[config.mk]
export PLATFORM = sky130hd
export DESIGN_NAME = cmsld_top
export DESIGN_NICKNAME = d
export VERILOG_FILES = /design/src/verilog/cmsld_pkg.sv /design/src/verilog/cmsld_top.sv
export SDC_FILE = /design/constraint.sdc
export NUM_CORES = 1
export LEC_CHECK = 0
export BUFFER_PORTS_ARGS = -buffer_cell sky130_fd_sc_hd__buf_2
export CAP_MARGIN = 20
export CORE_ASPECT_RATIO = 2
export CORE_MARGIN = 2
export CORE_UTILIZATION = 30
export CTS_BUF_LIST = sky130_fd_sc_hd__clkbuf_4
export DETAILED_ROUTE_END_ITERATION = 6
export HOLD_SLACK_MARGIN = 0.03
export PLACE_DENSITY = 0.48
export RECOVER_POWER = 50
export SLEW_MARGIN = 10
export SYNTH_ARGS = -nofsm -noshare
export SYNTH_HDL_FRONTEND = slang
export SYNTH_SLANG_ARGS = --single-unit
[constraint.sdc]
create_clock -name clock -period 2.9 [get_ports clock]
set_clock_uncertainty 0.1 [all_clocks]
set_input_delay 0.145 -clock clock [delete_from_list [all_inputs] [get_ports clock]]
set_output_delay 0.145 -clock clock [all_outputs]
set_load 0.01 [all_outputs]
[src/verilog/cmsld_pkg.sv]
// Purpose: Shared constants and types for the charge mode select block.
// Assumes: A 100 MHz clock; load comparator inputs arrive from analog pins.
// Notes:   Times are kept in their own units and converted to cycles here.
`default_nettype none
package cmsld_pkg;
    // Clock rate in hertz.
    localparam longint unsigned CLK_HZ = 64'd100000000;
    // Documented times, in milliseconds.
    localparam longint unsigned PW_HOLD_MS = 64'd2000;
    localparam longint unsigned PW_IDLE_MS = 64'd15000;
    localparam longint unsigned LD_ON_MS = 64'd200;
    localparam longint unsigned LD_OFF_MS = 64'd3000;
    // Cycle counts derived from the times (least times round up).
    localparam longint unsigned PW_HOLD_CYC =
        (PW_HOLD_MS * CLK_HZ + 64'd999) / 64'd1000;
    localparam longint unsigned PW_IDLE_CYC =
        (PW_IDLE_MS * CLK_HZ + 64'd999) / 64'd1000;
    localparam longint unsigned LD_ON_CYC =
        (LD_ON_MS * CLK_HZ + 64'd999) / 64'd1000;
    localparam longint unsigned LD_OFF_CYC =
        (LD_OFF_MS * CLK_HZ + 64'd999) / 64'd1000;
    // Width of the shared timer.
    localparam int TMR_W = 32;
    // Current limit select encoding.
    localparam logic [1:0] LIM_NONE = 2'h0;
    localparam logic [1:0] LIM_LOW = 2'h1;
    localparam logic [1:0] LIM_HIGH = 2'h2;
    localparam logic [1:0] LIM_PW = 2'h3;
    // Interrupt status bit positions.
    localparam int EV_MODE = 0;
    localparam int EV_LOAD_ON = 1;
    localparam int EV_LOAD_OFF = 2;
    localparam int EV_W = 3;
    // Register offsets.
    localparam logic [3:0] REG_STATUS = 4'h0;
    localparam logic [3:0] REG_CLEAR = 4'h4;
    localparam logic [3:0] REG_ENABLE = 4'h8;
    localparam logic [3:0] REG_MODE = 4'hc;
    // Reset values.
    localparam logic [EV_W-1:0] ENABLE_RST = 3'h0;
    // Charging modes.
    typedef enum logic [3:0] {
        MD_DISCHARGE,
        MD_AUTO,
        MD_AUTO_PW,
        MD_AUTO_KB,
        MD_AUTO_KB_LD,
        MD_SDP_A,
        MD_SDP_B,
        MD_SHORTED,
        MD_DIVIDER,
        MD_CDP
    } cmsld_mode_t;
    // Power wake states.
    typedef enum logic [1:0] {
        PW_IDLE,
        PW_HOLD,
        PW_CHARGE
    } cmsld_pw_t;
endpackage
`default_nettype wire

[src/verilog/cmsld_top.sv]
// Purpose: Decode mode pins into charging mode, limit, switch and load flag.
// Assumes: Pins are asynchronous; comparator levels come from analog.
// Notes:   Analog signatures and protection live outside this block.
//
// Overview of operation
// Track pins continuously unless HID wake holds.
// Host may change pins freely after wake.
// Code 000 discharges, no limit, no load.
// 001/0: auto charging, high limit, no load.
// 001/1: auto charging with power wake detect.
// Power wake toggles power wake and high limits.
// 011/1: keyboard wake, high limit, load thresholds.
// 011/0: keyboard wake, high limit, no load.
// 010/110: port A, data on, limit follows select.
// 100: shorted charging, limit follows select.
// 101: divider charging, limit follows select.
// 111/0: port B, data on, low limit.
// 111/1: charging downstream port, high limit.
// Downstream port load on threshold or detection.
// 1111 to 1110 swaps skip discharge.
// Power wake releases load below 45mA.
// Load in power wake: assert, hold output 2s.
// Below 45mA for 15s: 55mA limit, release.
// Load on after 200ms, off after 3s.
//
// Added by the designer: the register offsets and the plain strobed port.
`default_nettype none
module cmsld_top
    import cmsld_pkg::*;
#(
    parameter longint unsigned HOLD_CYC = PW_HOLD_CYC,
    parameter longint unsigned IDLE_CYC = PW_IDLE_CYC,
    parameter longint unsigned ON_CYC   = LD_ON_CYC,
    parameter longint unsigned OFF_CYC  = LD_OFF_CYC
) (
    // Clock and reset.
    input  wire logic             clock,
    input  wire logic             rstn,
    // Mode pins from the system controller.
    input  wire logic             mode_select_a,
    input  wire logic             mode_select_b,
    input  wire logic             mode_select_c,
    input  wire logic             limit_select,
    // Analog comparators and detectors.
    input  wire logic             load_above_hi,
    input  wire logic             load_below_lo,
    input  wire logic             load_below_pw,
    input  wire logic             pw_limit_hit,
    input  wire logic             primary_detect,
    input  wire logic             hid_hold,
    // Register port.
    input  wire logic [3:0]       reg_addr,
    input  wire logic [31:0]      reg_wdata,
    input  wire logic             reg_wr,
    input  wire logic             reg_rd,
    output var  logic [31:0]      reg_rdata,
    // Port control outputs.
    output var  logic             port_power_on,
    output var  logic             port_discharge,
    output var  logic             data_switch_on,
    output var  logic [1:0]       limit_sel,
    output var  logic             load_present_n,
    output var  logic             irq
);
    // Complete state of the block.
    typedef struct packed {
        logic [3:0]       s1;       // First synchroniser stage.
        logic [3:0]       s2;       // Second synchroniser stage.
        logic [5:0]       a1;       // Comparator first stage.
        logic [5:0]       a2;       // Comparator second stage.
        cmsld_mode_t      mode;     // Current charging mode.
        cmsld_pw_t        pw;       // Power wake state.
        logic [TMR_W-1:0] pw_tmr;   // Power wake timer.
        logic [TMR_W-1:0] ld_tmr;   // Load threshold timer.
        logic             load;     // Load present, active high.
        logic             dis;      // Output discharge in progress.
        logic [EV_W-1:0]  stat;     // Sticky event flags.
        logic [EV_W-1:0]  en;       // Interrupt enables.
        logic [31:0]      rdata;    // Read data.
        logic             pon;      // Port power on.
        logic             pdis;     // Port discharge, inverse of pon.
        logic             dsw;      // Data switch.
        logic [1:0]       lim;      // Limit select out.
        logic             ldn;      // Load output, active low.
        logic             irq;      // Interrupt output.
    } cmsld_state_t;


    // One comb process fills st_d.
    // One flop process stores it.
    cmsld_state_t st_q;   // Registered state.
    cmsld_state_t st_d;   // Next state.

    // Pins decoded into a requested mode.
    cmsld_mode_t req;
    // Mode code, pin a first.
    logic [2:0]  code;
    // Limit select pin.
    logic        sel;
    // Heavy load seen.
    logic        hi;
    // Light load seen.
    logic        blo;
    // Below wake floor.
    logic        bpw;
    // Small limit hit.
    logic        hit;
    // Primary detection.
    logic        pdet;
    // HID device held.
    logic        hid;
    // Events this cycle.
    logic [EV_W-1:0] ev;

    // Synchronised pin fields.
    assign code = st_q.s2[3:1];
    assign sel  = st_q.s2[0];

    // Analog levels, also after two flops.
    assign hi   = st_q.a2[0];
    assign blo  = st_q.a2[1];
    assign bpw  = st_q.a2[2];
    assign hit  = st_q.a2[3];
    assign pdet = st_q.a2[4];
    assign hid  = st_q.a2[5];

    // Truth table decode of the mode pins.
    // The HID hold-off is applied later.
    always_comb begin
        case (code)
            3'h0: req = MD_DISCHARGE;
            3'h1: req = sel ? MD_AUTO_PW : MD_AUTO;
            3'h2: req = MD_SDP_A;
            3'h3: req = sel ? MD_AUTO_KB_LD : MD_AUTO_KB;
            3'h4: req = MD_SHORTED;
            3'h5: req = MD_DIVIDER;
            // Code 110 is port A as well.
            3'h6: req = MD_SDP_A;
            3'h7: req = sel ? MD_CDP : MD_SDP_B;
            // Never reached; kept safe.
            default: req = MD_DISCHARGE;
        endcase
    end

    // Next state: mode tracking, load detection, outputs, registers.
    always_comb begin
        // Move blocked by HID.
        logic lock;
        // Port B swap.
        logic swap;
        // Mode move taken.
        logic change;
        // Wanted load level.
        logic want;

        // Hold all unless set below.
        st_d = st_q;
        lock = 1'b0;
        swap = 1'b0;
        change = 1'b0;
        want = 1'b0;
        ev = '0;

        // Pins pass two flops before any logic reads them.
        // Both stages load every cycle.
        st_d.s1 = {mode_select_a, mode_select_b, mode_select_c,
                   limit_select};
        st_d.s2 = st_q.s1;
        st_d.a1 = {hid_hold, primary_detect, pw_limit_hit,
                   load_below_pw, load_below_lo, load_above_hi};
        st_d.a2 = st_q.a1;

        // A recognised HID device pins port A, port B or the downstream port while a wake move is asked.
        // Other moves still pass.
        lock = hid && (req == MD_AUTO_KB || req == MD_AUTO_KB_LD) &&
               (st_q.mode == MD_SDP_A || st_q.mode == MD_SDP_B ||
                st_q.mode == MD_CDP);
        change = (req != st_q.mode) && !lock;
        // Port B and downstream port swap without a discharge.
        swap = (req == MD_CDP && st_q.mode == MD_SDP_B) ||
               (req == MD_SDP_B && st_q.mode == MD_CDP);

        // A move restarts all timers and
        // drops the load flag.
        if (change) begin
            st_d.mode = req;
            st_d.pw = PW_CHARGE;
            st_d.pw_tmr = '0;
            st_d.ld_tmr = '0;
            st_d.load = 1'b0;
            st_d.dis = !swap && req != MD_DISCHARGE;
            // Software sees every move.
            ev[EV_MODE] = 1'b1;
        end else begin
            // Discharge lasts one cycle.
            st_d.dis = 1'b0;
            // Steady mode: load logic.
            case (st_q.mode)
                MD_AUTO_PW: begin
                    case (st_q.pw)
                        // Main supply in use.
                        PW_CHARGE: begin
                            st_d.load = 1'b1;
                            // Light load counts to idle.
                            if (bpw) begin
                                st_d.pw_tmr = st_q.pw_tmr + 1'b1;
                                if (st_q.pw_tmr >= TMR_W'(IDLE_CYC)) begin
                                    st_d.pw = PW_IDLE;
                                    st_d.load = 1'b0;
                                    st_d.pw_tmr = '0;
                                end
                            end else begin
                                st_d.pw_tmr = '0;
                            end
                        end
                        // Low-power supply in use.
                        PW_IDLE: begin
                            st_d.load = 1'b0;
                            // A hit means a new load.
                            if (hit) begin
                                st_d.pw = PW_HOLD;
                                st_d.load = 1'b1;
                                st_d.pw_tmr = '0;
                            end
                        end
                        // Output off while supply starts.
                        PW_HOLD: begin
                            st_d.load = 1'b1;
                            st_d.pw_tmr = st_q.pw_tmr + 1'b1;
                            if (st_q.pw_tmr >= TMR_W'(HOLD_CYC - 1)) begin
                                st_d.pw = PW_CHARGE;
                                st_d.pw_tmr = '0;
                            end
                        end
                        // Unused code.
                        default: st_d.pw = PW_CHARGE;
                    endcase
                end
                // One shared timer; a turn of
                // direction restarts it.
                MD_AUTO_KB_LD, MD_CDP: begin
                    // Threshold qualification with hysteresis times.
                    want = st_q.load ? !blo : hi;
                    // Detection skips the filter.
                    if (st_q.mode == MD_CDP && pdet) begin
                        st_d.load = 1'b1;
                        st_d.ld_tmr = '0;
                    end else if (want != st_q.load) begin
                        st_d.ld_tmr = st_q.ld_tmr + 1'b1;
                        if (!st_q.load &&
                            st_q.ld_tmr >= TMR_W'(ON_CYC - 1)) begin
                            st_d.load = 1'b1;
                            st_d.ld_tmr = '0;
                        end else if (st_q.load &&
                            st_q.ld_tmr >= TMR_W'(OFF_CYC - 1)) begin
                            st_d.load = 1'b0;
                            st_d.ld_tmr = '0;
                        end
                    end else begin
                        st_d.ld_tmr = '0;
                    end
                end
                // No load detection here.
                default: begin
                    st_d.load = 1'b0;
                    st_d.ld_tmr = '0;
                end
            endcase
        end

        // Load edges raise events.
        if (st_d.load && !st_q.load) ev[EV_LOAD_ON] = 1'b1;
        if (!st_d.load && st_q.load) ev[EV_LOAD_OFF] = 1'b1;
        // Output stage, registered straight from the next state.
        st_d.ldn = !st_d.load;
        st_d.pon = st_d.mode != MD_DISCHARGE && !st_d.dis &&
                   !(st_d.mode == MD_AUTO_PW && st_d.pw == PW_HOLD);
        // Own flop, so no gate at the pin.
        st_d.pdis = !st_d.pon;
        // Data lines off in discharge.
        st_d.dsw = st_d.pon && (st_d.mode == MD_SDP_A ||
                   st_d.mode == MD_SDP_B || st_d.mode == MD_CDP);

        // Limit for the settled mode.
        case (st_d.mode)
            MD_DISCHARGE: st_d.lim = LIM_NONE;
            MD_AUTO, MD_AUTO_KB, MD_AUTO_KB_LD, MD_CDP:
                st_d.lim = LIM_HIGH;
            MD_AUTO_PW:
                st_d.lim = (st_d.pw == PW_IDLE) ? LIM_PW : LIM_HIGH;
            MD_SDP_B: st_d.lim = LIM_LOW;
            default: st_d.lim = st_q.s2[0] ? LIM_HIGH : LIM_LOW;
        endcase
        // Register writes; a new event wins over a clear.
        if (reg_wr && reg_addr == REG_CLEAR)
            st_d.stat = st_q.stat & ~reg_wdata[EV_W-1:0];
        // Enables are read-write.
        if (reg_wr && reg_addr == REG_ENABLE)
            st_d.en = reg_wdata[EV_W-1:0];
        st_d.stat = st_d.stat | ev;
        // Rises with its own event.
        st_d.irq = |(st_d.stat & st_d.en);

        // Reads answer next cycle; unmapped and write-only read zero.
        // No stale word lingers.
        st_d.rdata = '0;
        if (reg_rd) begin
            case (reg_addr)
                REG_STATUS: st_d.rdata = {29'h0, st_q.stat};
                REG_ENABLE: st_d.rdata = {29'h0, st_q.en};
                REG_MODE:   st_d.rdata = {24'h0, st_q.pw, st_q.load,
                                          st_q.dis, st_q.mode};
                default:    st_d.rdata = '0;
            endcase
        end
    end

    // Every output is a state field,
    // so all come from flops.
    // Single state register; synchronous reset to discharge.
    always_ff @(posedge clock) begin
        if (!rstn) begin
            st_q <= '0;
            st_q.mode <= MD_DISCHARGE;
            st_q.pw <= PW_CHARGE;
            st_q.en <= ENABLE_RST;
            st_q.ldn <= 1'b1;
            // Port held off in reset.
            st_q.pdis <= 1'b1;
            st_q.lim <= LIM_NONE;
        end else begin
            st_q <= st_d;
        end
    end


    // Outputs straight from flops.
    assign reg_rdata      = st_q.rdata;
    assign port_power_on  = st_q.pon;
    assign port_discharge = st_q.pdis;
    assign data_switch_on = st_q.dsw;
    assign limit_sel      = st_q.lim;
    assign load_present_n = st_q.ldn;
    assign irq            = st_q.irq;
endmodule
`default_nettype wire

After elaboration in Yosys (flattened, before gate mapping):

Index checks and enable logic that the tools add are counted.

* register bits after elaboration: 137
* word-level logic and storage cells: 143
* input bits: 50
* output and inout bits: 39

* multiplexer cells: 35
* equal/unequal tests: 32
* bitwise operators: 5
* $lt $le $gt $ge: 4
* reduce and logical (&&, ||, !) cells: 46
* add/subtract/negate cells: 2

Operators by type and width (count)
* $mux W34: 4
* $mux W33: 3
* $pmux W32 S3: 1
* $mux W68: 1
* $add A32 B1 Y32 const B: 2
* $mux W32: 2
* $pmux W32 S2: 1
* $eq A4 B3 Y1 const B: 9
* $ge A32 B25 Y1 const B: 1
* $ge A32 B28 Y1 const B: 1
* $ge A32 B29 Y1 const B: 1
* $ge A32 B31 Y1 const B: 1
* $pmux W4 S7: 1
* $pmux W8 S3: 1
* $eq A4 B4 Y1 const B: 5
* $logic_and A1 B1 Y1: 17
* $eq A4 B2 Y1 const B: 4
* $eq A3 B3 Y1 const B: 4
* $mux W1: 9
* $mux W3: 3
* $logic_not A1 Y1: 8
* $logic_not A4 Y1: 2
* $mux W4: 2
* $pmux W2 S4: 1
* other kinds (26): 40

Depth between registers and ports, before layout:

Gate-level depths: netlist (run 1).

* depth after elaboration: 16
* depth in mapped cells: 11
* gate-level depth less buffers: 9

Least setup slack after synthesis (run 1):

OpenSTA, ideal clock, no wires.

* kind: register to register
* start: reg st_q[113] (netlist bit)
* end: reg st_q, in the netlist limit_sel[0]
* clock period less this slack: 2462 ps
* data required time: 2714 ps
* slack: 438 ps
* cell stages (with the launch flop): 9
* setup time: 86 ps
* arrival time: 2275 ps
* path buffers: 1
* cell sequence: dfxtp_1 -> buf_2 -> inv_1 -> or3_1 -> a2111o_1 -> nand2_2 -> mux2_2 -> o31a_1 -> a221oi_2

* longest elaborated chain between the ends: 10
* elaborated cells on any way between the ends: 24
* those cells by class: eq/ne: 11; mux: 5; reduce/logical: 8

RTL lines
* from (decl): line cmsld_top.sv:91 `cmsld_state_t st_q;`
* from (signal assigned): line cmsld_top.sv:332 `st_q <= st_d;`
* $eq A4 B3 Y1: line cmsld_top.sv:176 `(st_q.mode == MD_SDP_A || st_q.mode == MD_SDP_B ||`
* $logic_or A1 B1 Y1 (2 in a row): line cmsld_top.sv:176
* $logic_and A1 B1 Y1: line cmsld_top.sv:175 `lock = hid && (req == MD_AUTO_KB || req == MD_AUTO_KB_LD) &&`
* $logic_not A1 Y1: line cmsld_top.sv:178 `change = (req != st_q.mode) && !lock;`
* $logic_and A1 B1 Y1: line cmsld_top.sv:178
* $mux W4 / $mux W68 (equally long branches): line cmsld_top.sv:185 `if (change) begin`
* $eq A4 B4 Y1 (tied with other cells): line cmsld_top.sv:285 `case (st_d.mode)`
* $reduce_or A4 Y1 / $mux W1 (equally long branches): line cmsld_top.sv:285, cmsld_top.sv:290
* $pmux W2 S4 *: line cmsld_top.sv:285

Mark *: on every way between the ends. The rest lies on a longest branch, timed or not.
A chain may end at the register's enable or synchronous reset.

Worst setup path after layout (run 1):

Same ends and word-level chain as after synthesis.

==> flow_summary.yaml, run 1 <==
outcome:
  outcome: "finished clean"
synthesis:
  synth_top_cell_area_share_pct: 39.49
  synth_enable_flop_cells: 0
  syn_area_sq_mm: 0.005728
  synth_largest_area_cell: "dfxtp_1"
  yosys_most_used_dff: "dfxtp_1"
  synthTopCellsByArea: "dfxtp_1 (39%), nor2_1 (6.0%), buf_4 (4.6%)"
  avgSynthCellArea_sq_um: 8.218
  synth.distinct_cells: 66
  async_reset_ff_share_pct: 0
  ys_seq_elements: 113
  ys_warn_count: 0
  yosysSeqAreaShare_pct: 39.49
  synthesis.instances: 697
timing:
  hold_violations: 0
  setup_violations: 0
  fin_ws_ns: 0.1362
  worst-slew-pin-transition_ns: 0.5994
  min_period_ns: 2.764
  fmax_ghz: 0.3618
  timing.final.crit_share_pct: 95.30
  drv_slew: 0
  setup_tns_ns: 0
  grt_setup_unrepaired: "no"
  relSlewSlack_pct: 60.04
  worst_hold_slack_ns: 0.1225
finish:
  nets: 815
  syn2layout_area_growth_pct: 17.34
  stdcell_count: 1031
  drive_above_1_share_pct: 10.97
power_and_ir_drop:
  swShare_pct: 23.95
  netSwitchingPower_mw: 0.8027
  leakage_nw: 2.482
  seqPwrFrac_pct: 47.7
  irDropWorstVdd_mv: 0.3465
  combPwrFrac_pct: 9.0
  p_int_mw: 2.548
  clkPwrFrac_pct: 43.3
  power_mw: 3.351
  p_per_area_mw_per_mm2: 498.5
clock_tree:
  cts.sinks: 113
  cts_made_buffers: 17
  clock_path_buffers: 2
  post_cts_buffers: 0
  clockRootBuffer: "clkbuf_4"
  cts_tree: "yes"
  clk_pin_slew_ns: 0.10
  htreeDepth: 4
  clk-insertion-delay-late_ns: 0.52
min_path:
  whs_path_depth: 3
  min_to: "reg_rdata[1]"
  hold_class: "input pin to flop"
  hold_start: "reg_rd"
die:
  start_util_pct: 30.56
  die-area_sq_mm: 0.02028
  die_w_um: 101.7
  coreArea_sq_mm: 0.01874
  ios: 89
  die_y_um: 199.4
  num_rows: 71
place:
  dp_slack_ns: 0.1257
  dpl.hpwl_um: 10970
  io_buffers: 35
  dp.cells: 968
  globalplace.congestion: 0.9371
worst_setup_path:
  worst-path-buf-inv: 2
  cp_max_fo: 8
  worstSetupStartpointType: "flop"
  ff2ff_path_depth: 9
  cpMostUsedCell: "mux2i_1"
  slowest_stage: "clkbuf_1"
  cp_slowest_stage_delay_ns: 0.47
  critPathTopFamily: "compound AO/OA/AOI/OAI gates"
  end_kind: "flop"
  path_class: "flop to flop"
  crit_path_cell_trace: "clkbuf_1 > o21ai_0 > a22oi_1 > nand4_1 > nand2_2 > buf_4 > mux2i_1 > mux2i_1 > a221oi_2"
  r2r_setup_slack_ns: 0.14
  cp.required_ns: 3.22
  r2r_start: "st_q[113]"
  regToRegEndpoint: "limit_sel[0]"
  cp.arrival_ns: 3.09
grt:
  grt_overflow: 0
  grt_antenna_before_repair: 1
  grt_pass1_vias: 5108
  grt_max_degree: 37
  grt_util_all_layers_pct: 15.57
  grt_pass1_wl_um: 24590
routing:
  wl_per_cell_um: 14.48
  first_pass_iters: 4
  drc_errors: 0
  routed_wl_um: 14930
  ant_nets: 0
  drt_iter0_drc: 203
  via_count: 5101
  vias_per_cell: 4.948
flow_run:
  cap_violations: 0
==> per-stage QoR <==
step                      util [%]  instance area (sq um)
after floorplan                  -                   5814
after global placement       32.47                   6086
after detailed placement     32.47                   6086
after CTS                    35.95                   6739
after global routing         35.86                   6721
final                        35.86                   6721
==> sequential cells by signal (all words and copies together) (netlist names) <==
register and count:
st_q 78, st_d 10, reg_rdata 8, code 3, limit_sel 2, blo 1, bpw 1, data_switch_on 1
hi 1, hid 1, hit 1, irq 1, load_present_n 1, pdet 1, port_discharge 1, port_power_on 1
sel 1
==> final cells by class <==
type	count	area (sq um)
clock inverters	14	217.7
fillers	1962	12020
flip-flops and latches	113	2265
diodes	1	2.502
repair buffers	86	605.6
multi-input cells	522	3094
well taps	255	319.1
clock buffers	18	135.1
inverters	22	82.58
==> metal layers <==
metal	vias to the layer above	global-route usage [%]	part of all wire (%)
li1	2526	-	-
met1	2415	14.14	35
met2	125	30.58	59
met3	35	3.393	2.5
met4	0	8.408	3.4
met5	-	0	0
==> cell families (layout without fill, tap and decap cells) <==
family / count (synthesis) / in the layout / synth area share (%)
adders and majority gates: 3 / 3 / 0.6554
AOI/OAI and AO/OA: 135 / 135 / 15.33
DFF: 113 / 113 / 39.49
and+or+nand+nor: 315 / 315 / 28.92
muxes: 15 / 15 / 2.752
xor gates and xnor gates: 30 / 30 / 4.587
buffers and inverters: 85 / 140 / 8.191
other: 1 / 25 / 0.06547
==> worst max path at each step <==
stage | startpoint | end | slack [ns] | depth (start not counted)
3_5_place_dp | code[2] | limit_sel[0] | 0.13 | 9
4_1_cts | code[2] | limit_sel[0] | 0.08 | 9
3_3_place_gp | code[2] | limit_sel[0] | 0.18 | 9
6_report | st_q[113] | limit_sel[0] | 0.14 | 9
2_1_floorplan | st_q[113] | limit_sel[0] | 0.44 | 8
5_1_grt | code[0] | limit_sel[0] | 0.006 | 10
==> worst register-to-register path: stages (launching register included) <==
cell      delay [ns]
dfxtp_1         0.33
clkbuf_1        0.47
o21ai_0         0.18
a22oi_1         0.24
nand4_1         0.23
nand2_2         0.21
buf_4           0.19
mux2i_1         0.27
mux2i_1         0.16
a221oi_2        0.30
==> placed cells by master, fill, tap and decap left out, types with 10 or more instances in the layout <==
| master | synthesis | routed |
|---|---|---|
| dfxtp_1 | 113 | 111 |
| nor2_1 | 92 | 92 |
| nand2_1 | 52 | 52 |
| a21oi_1 | 40 | 40 |
| o21ai_0 | 30 | 30 |
| dlygate4sd3_1 | 0 | 30 |
| nand3_1 | 29 | 29 |
| conb_1 | 1 | 24 |
| inv_1 | 22 | 22 |
| clkbuf_4 | 0 | 21 |
| and2_1 | 28 | 20 |
| and3_1 | 19 | 19 |
| buf_2 | 9 | 19 |
| xor2_1 | 18 | 18 |
| clkbuf_1 | 18 | 18 |
| buf_4 | 35 | 16 |
| nor3_1 | 15 | 15 |
| or3_1 | 13 | 13 |
| xnor2_1 | 12 | 12 |
| nand3b_1 | 12 | 12 |
| nand4_1 | 10 | 10 |
==> Yosys cell counts (13+ instances only) <==
cell / instances
nand3_1: 29
dfxtp_1: 113
nor3_1: 15
nand2_1: 52
buf_4: 35
and2_1: 28
and3_1: 19
clkbuf_1: 18
xor2_1: 18
o21ai_0: 30
a21oi_1: 40
inv_1: 22
or3_1: 13
nor2_1: 92
==> power groups by stage <==
| stage | sequential, mW | clock [mW] | combinational (mW) |
|---|---|---|---|
| detailed placement | 1.63 | 0 | 0.277 |
| global placement | 1.63 | 0 | 0.272 |
| global route | 1.60 | 1.57 | 0.331 |
| CTS | 1.60 | 1.51 | 0.307 |
| floorplan | 1.62 | 0 | 0.224 |
| finish | 1.60 | 1.45 | 0.301 |
==> repair_timing <==
action	CTS	global route
endpoints found under the setup margin	0	7
endpoints found under the hold margin	36	0
hold buffers	30	0
gates resized for setup	0	4
(Power assumes the default switching activity.)
==> run 2, diff against run 1 <==
--- a/config.mk
+++ b/config.mk
@@ -7,7 +7,7 @@
 export LEC_CHECK = 0
 export BUFFER_PORTS_ARGS = -buffer_cell sky130_fd_sc_hd__buf_2
 export CAP_MARGIN = 20
-export CORE_ASPECT_RATIO = 2
+export CORE_ASPECT_RATIO = 1.25
 export CORE_MARGIN = 2
 export CORE_UTILIZATION = 30
 export CTS_BUF_LIST = sky130_fd_sc_hd__clkbuf_4
==> run 2 against run 1 <==
  * Final cell count shrank 2.0%
  * Maximum frequency rose by 1.2%
  * Clock power fell by 11%
  * Sequential power barely moved
  * Cell area fell by 0.32%
==> flow_summary.yaml, run 2 (synthesized netlist as in run 1, its figures left out) <==
clock_tree:
  cts.sinks: 113
  clk_pin_slew_ns: 0.12
  htreeDepth: 4
  clk-insertion-delay-late_ns: 0.54
  cts_tree: "yes"
  clockRootBuffer: "clkbuf_4"
  cts_made_buffers: 17
  clock_path_buffers: 2
finish:
  fin_area_sq_mm: 0.006700
  nets: 817
  syn2layout_area_growth_pct: 16.97
  drive_above_1_share_pct: 11.71
  final_cell_mix: "dfxtp_1 (110), nor2_1 (92), nand2_1 (52)"
  layout_commonest_cell: "dfxtp_1"
  fill_cells: 1928
  largest_reg_flops: 78
  largest-register: "st_q"
place:
  globalplace.congestion: 0.8423
  io_buffers: 35
  placed_area_sq_mm: 0.006047
  dpl.hpwl_um: 9299
die:
  die_w_um: 127.6
  ios: 89
  start_util_pct: 30.50
  num_rows: 56
  die_y_um: 158.5
  coreArea_sq_mm: 0.01878
  die-area_sq_mm: 0.02022
worst_setup_path:
  worstSetupStartpointType: "flop"
  end_kind: "flop"
  path_class: "flop to flop"
  cp.required_ns: 3.27
  cp_max_fo: 13
  cp.arrival_ns: 3.10
  ff2ff_path_depth: 9
routing:
  routed_wl_um: 13580
  drc_errors: 0
  ant_nets: 0
  via_count: 4941
  vias_per_cell: 4.892
  drt_iter0_drc: 197
  first_pass_iters: 5
  wl_per_cell_um: 13.44
grt:
  grt_util_all_layers_pct: 13.66
  grt_overflow: 0
  grt_antenna_before_repair: 1
  grt_max_degree: 35
  grt_pass1_wl_um: 22460
  grt_pass1_vias: 4854
timing:
  worst-slew-pin-transition_ns: 0.5556
  hold_violations: 0
  timing.final.crit_share_pct: 94.14
  drv_slew: 0
  grt_setup_unrepaired: "no"
  setup_tns_ns: 0
  setup_violations: 0
  min_period_ns: 2.730
  relSlewSlack_pct: 62.96
  fmax_ghz: 0.3663
min_path:
  hold_class: "input pin to flop"
  whs_path_depth: 5
power_and_ir_drop:
  irDropWorstVdd_mv: 0.2631
  leakage_nw: 2.461
  p_per_area_mw_per_mm2: 476.6
outcome:
  outcome: "finished clean"
flow_run:
  cap_violations: 0
-- run 2: final cells by class --
class / instances / area, sq um / share of cell area [%]
Multi-Input combinational cell: 522 / 3105 / 46.35
Inverter: 22 / 82.58 / 1.232
Timing Repair Buffer: 88 / 641.9 / 9.580
Clock inverter: 15 / 183.9 / 2.745
Clock buffer: 17 / 127.6 / 1.905
Tap cell: 232 / 290.3 / 4.332
Sequential cell: 113 / 2266 / 33.82
Antenna cell: 1 / 2.502 / 0.03735
-- run 2: critical path, cell delays in order (launching register included) --
cell and delay, ns:
dfxtp_1 0.36, ha_1 0.24, and3_1 0.20, nand2_1 0.13, o2111ai_1 0.14, a211o_1 0.33
a221o_1 0.41, buf_4 0.21, or4_1 0.40, a21oi_1 0.14
-- run 2: final timing paths --
| check | start | to | slack (ns) |
|---|---|---|---|
| max | st_q[47] | st_q[57] | 0.17 |
| min | reg_wr | st_q[42] | 0.1 |
| min reg2reg | st_d[122] | hid | 0.33 |
| max reg2reg | st_q[47] | st_q[57] | 0.17 |
-- run 2: power breakdown --
| part | internal (mW) | switching (mW) | leakage, nW |
|---|---|---|---|
| combinational | 0.126 | 0.181 | 1.40 |
| sequential | 1.58 | 0.0164 | 0.917 |
| clock | 0.604 | 0.687 | 0.147 |
-- run 2: what timing repair did --
action / 4_1_cts / 5_1_grt
setup endpoints to repair: 0 / 6
buffers inserted: 0 / 1
hold buffers: 34 / 0
gates resized for setup: 0 / 8
hold endpoints to repair: 37 / 0
-- run 2: per-layer routing --
| metal | vias up | routed length (um) | global-route usage [%] |
|---|---|---|---|
| met1 | 2313 | 6074 | 15.75 |
| met5 | - | 0 | 0 |
| met2 | 82 | 6952 | 24.52 |
| li1 | 2535 | - | - |
| met3 | 11 | 386 | 3.394 |
| met4 | 0 | 167 | 4.814 |
-- run 2: per-stage QoR --
stage               setup slack, ns  hold slack, ns  instances  utilization, %  total power [mW]
floorplan                    0.4382          0.1667        720               -             1.847
global placement             0.2054          0.2506        942           32.20             1.899
detailed placement           0.1658          0.2531        942           32.20             1.905
CTS                          0.1055         0.04387       1008           35.67             3.232
global route              0.0002118          0.1046       1010           35.68             3.346
finish                       0.1698         0.09567       1010           35.68             3.193
==> run 3, diff against run 2 <==
--- a/config.mk
+++ b/config.mk
@@ -9,12 +9,13 @@
 export CAP_MARGIN = 20
 export CORE_ASPECT_RATIO = 1.25
 export CORE_MARGIN = 2
-export CORE_UTILIZATION = 30
+export CORE_UTILIZATION = 38
 export CTS_BUF_LIST = sky130_fd_sc_hd__clkbuf_4
 export DETAILED_ROUTE_END_ITERATION = 6
 export HOLD_SLACK_MARGIN = 0.03
-export PLACE_DENSITY = 0.48
+export PLACE_DENSITY = 0.57
 export RECOVER_POWER = 50
+export REMOVE_ABC_BUFFERS = 1
 export SLEW_MARGIN = 10
 export SYNTH_ARGS = -nofsm -noshare
 export SYNTH_HDL_FRONTEND = slang
==> run 3 against run 2 <==
  * Sequential power hardly changed
  * Non-clock buffer count is 2 lower
  * Flip-flop and latch count stayed put
==> flow_summary.yaml, run 3 (synthesized netlist as in run 1, its figures left out) <==
outcome:
  outcome: "finished clean"
place:
  globalplace.congestion: 0.8235
  io_buffers: 35
  placed_area_sq_mm: 0.005969
  dpl.hpwl_um: 9041
die:
  start_util_pct: 38.47
  ios: 89
  coreArea_sq_mm: 0.01489
  die_y_um: 141.3
  die-area_sq_mm: 0.01608
  num_rows: 50
  die_w_um: 113.8
worst_setup_path:
  cp.required_ns: 3.27
  cp_slowest_stage_delay_ns: 0.40
  r2r_start: "st_q[47]"
  regToRegEndpoint: "st_q[57]"
  path_class: "flop to flop"
  slowest_stage: "a221o_1"
  crit_path_cell_trace: "ha_1 > and3_1 > nand2_2 > o2111ai_1 > a211o_1 > a221o_1 > buf_4 > or4_1 > a21oi_1"
  worst-path-buf-inv: 1
  critPathTopFamily: "compound AO/OA/AOI/OAI gates"
  cp.arrival_ns: 3.08
  worstSetupStartpointType: "flop"
  r2r_setup_slack_ns: 0.19
  end_kind: "flop"
  ff2ff_path_depth: 9
  endpoint: "st_q[57]"
  path_depth: 9
  startpoint: "st_q[47]"
  cp_max_fo: 10
clock_tree:
  clk-insertion-delay-late_ns: 0.54
  cts_tree: "yes"
  htreeDepth: 4
  cts.sinks: 113
  cts_made_buffers: 17
  clock_path_buffers: 2
  clk_pin_slew_ns: 0.10
  clockRootBuffer: "clkbuf_4"
  post_cts_buffers: 0
timing:
  setup_violations: 0
  hold_violations: 0
  fmax_ghz: 0.3694
  grt_setup_unrepaired: "yes"
  min_period_ns: 2.707
  setup_tns_ns: 0
  timing.final.crit_share_pct: 93.36
  drv_slew: 0
routing:
  wl_per_cell_um: 13.66
  via_count: 5053
  vias_per_cell: 5.275
  drc_errors: 0
  first_pass_iters: 5
  routed_wl_um: 13090
  ant_nets: 0
  drt_iter0_drc: 295
grt:
  gr-usage-met1_pct: 19.61
  grt_max_degree: 37
  grt_antenna_before_repair: 1
  use_met2_pct: 29.88
  grt_util_all_layers_pct: 17.03
  use_met3_pct: 4.613
  grt_pass1_vias: 4819
  grt_overflow: 0
  grt_pass1_wl_um: 22130
  grt-busiest-layer: "met2"
finish:
  drive_above_1_share_pct: 11.35
  layout_commonest_cell: "dfxtp_1"
  final_util_pct: 44.78
  largest-register: "st_q"
  largest_reg_flops: 78
  final_cell_mix: "dfxtp_1 (110), nor2_1 (92), nand2_1 (51)"
  syn2layout_area_growth_pct: 16.40
  fin_area_sq_mm: 0.006668
  nets: 815
min_path:
  hold_class: "input pin to flop"
power_and_ir_drop:
  p_per_area_mw_per_mm2: 495.4
  irDropWorstVdd_mv: 0.3580
  leakage_nw: 2.488
flow_run:
  cap_violations: 0
==> run 3: routing by layer <==
metal	vias up	part of all wire (%)	wire length, um
met5	-	0	0
met4	0	1.8	241
met3	22	3.6	467
met2	107	52	6761
met1	2392	43	5616
li1	2532	-	-
==> run 3: layout make-up <==
cell class	count	area, sq um
Antenna cell	1	2.502
Clock buffer	18	135.1
Clock inverter	14	212.7
Fill cell	1477	8222
Inverter	22	82.58
Multi-Input combinational cell	522	3102
Sequential cell	113	2266
Tap cell	182	227.7
Timing Repair Buffer	86	639.4
==> run 3: power by group <==
| group | switching (mW) | internal, mW |
|---|---|---|
| Combinational | 0.178 | 0.123 |
| Sequential | 0.0166 | 1.58 |
| Clock | 0.629 | 0.778 |
==> run 3: worst min-delay path: stages <==
cell and delay [ns]:
buf_2 0.09, and4b_1 0.25, nand2_1 0.08, nand2_1 0.08
a21oi_1 0.06
==> run 3: through the flow <==
step,setup WS (ns),hold WS [ns],instances,total power [mW]
after global routing,-0.02200,0.1087,958,3.445
after CTS,0.1490,0.05683,957,3.344
after detailed placement,0.1824,0.2545,890,1.896
after floorplan,-0.2221,0.1667,657,1.796
after global placement,0.2156,0.2506,890,1.890
final,0.1927,0.1172,958,3.303
==> run 3: worst min-delay path by stage <==
stage | start | end | cells past startpoint
final | reg_wr | st_q[42] | 5
after CTS | reg_wr | st_q[42] | 5
after floorplan | rstn | blo | 1
after detailed placement | mode_select_a | st_d[132] | 2
after global placement | mode_select_b | st_d[131] | 2
after global routing | reg_wr | st_q[42] | 5
==> run 3: repair_timing <==
item / in CTS / in global routing
endpoints found under the setup margin: 0 / 18
gates resized for setup: 0 / 6
endpoints found under the hold margin: 41 / 0
hold buffers: 35 / 0
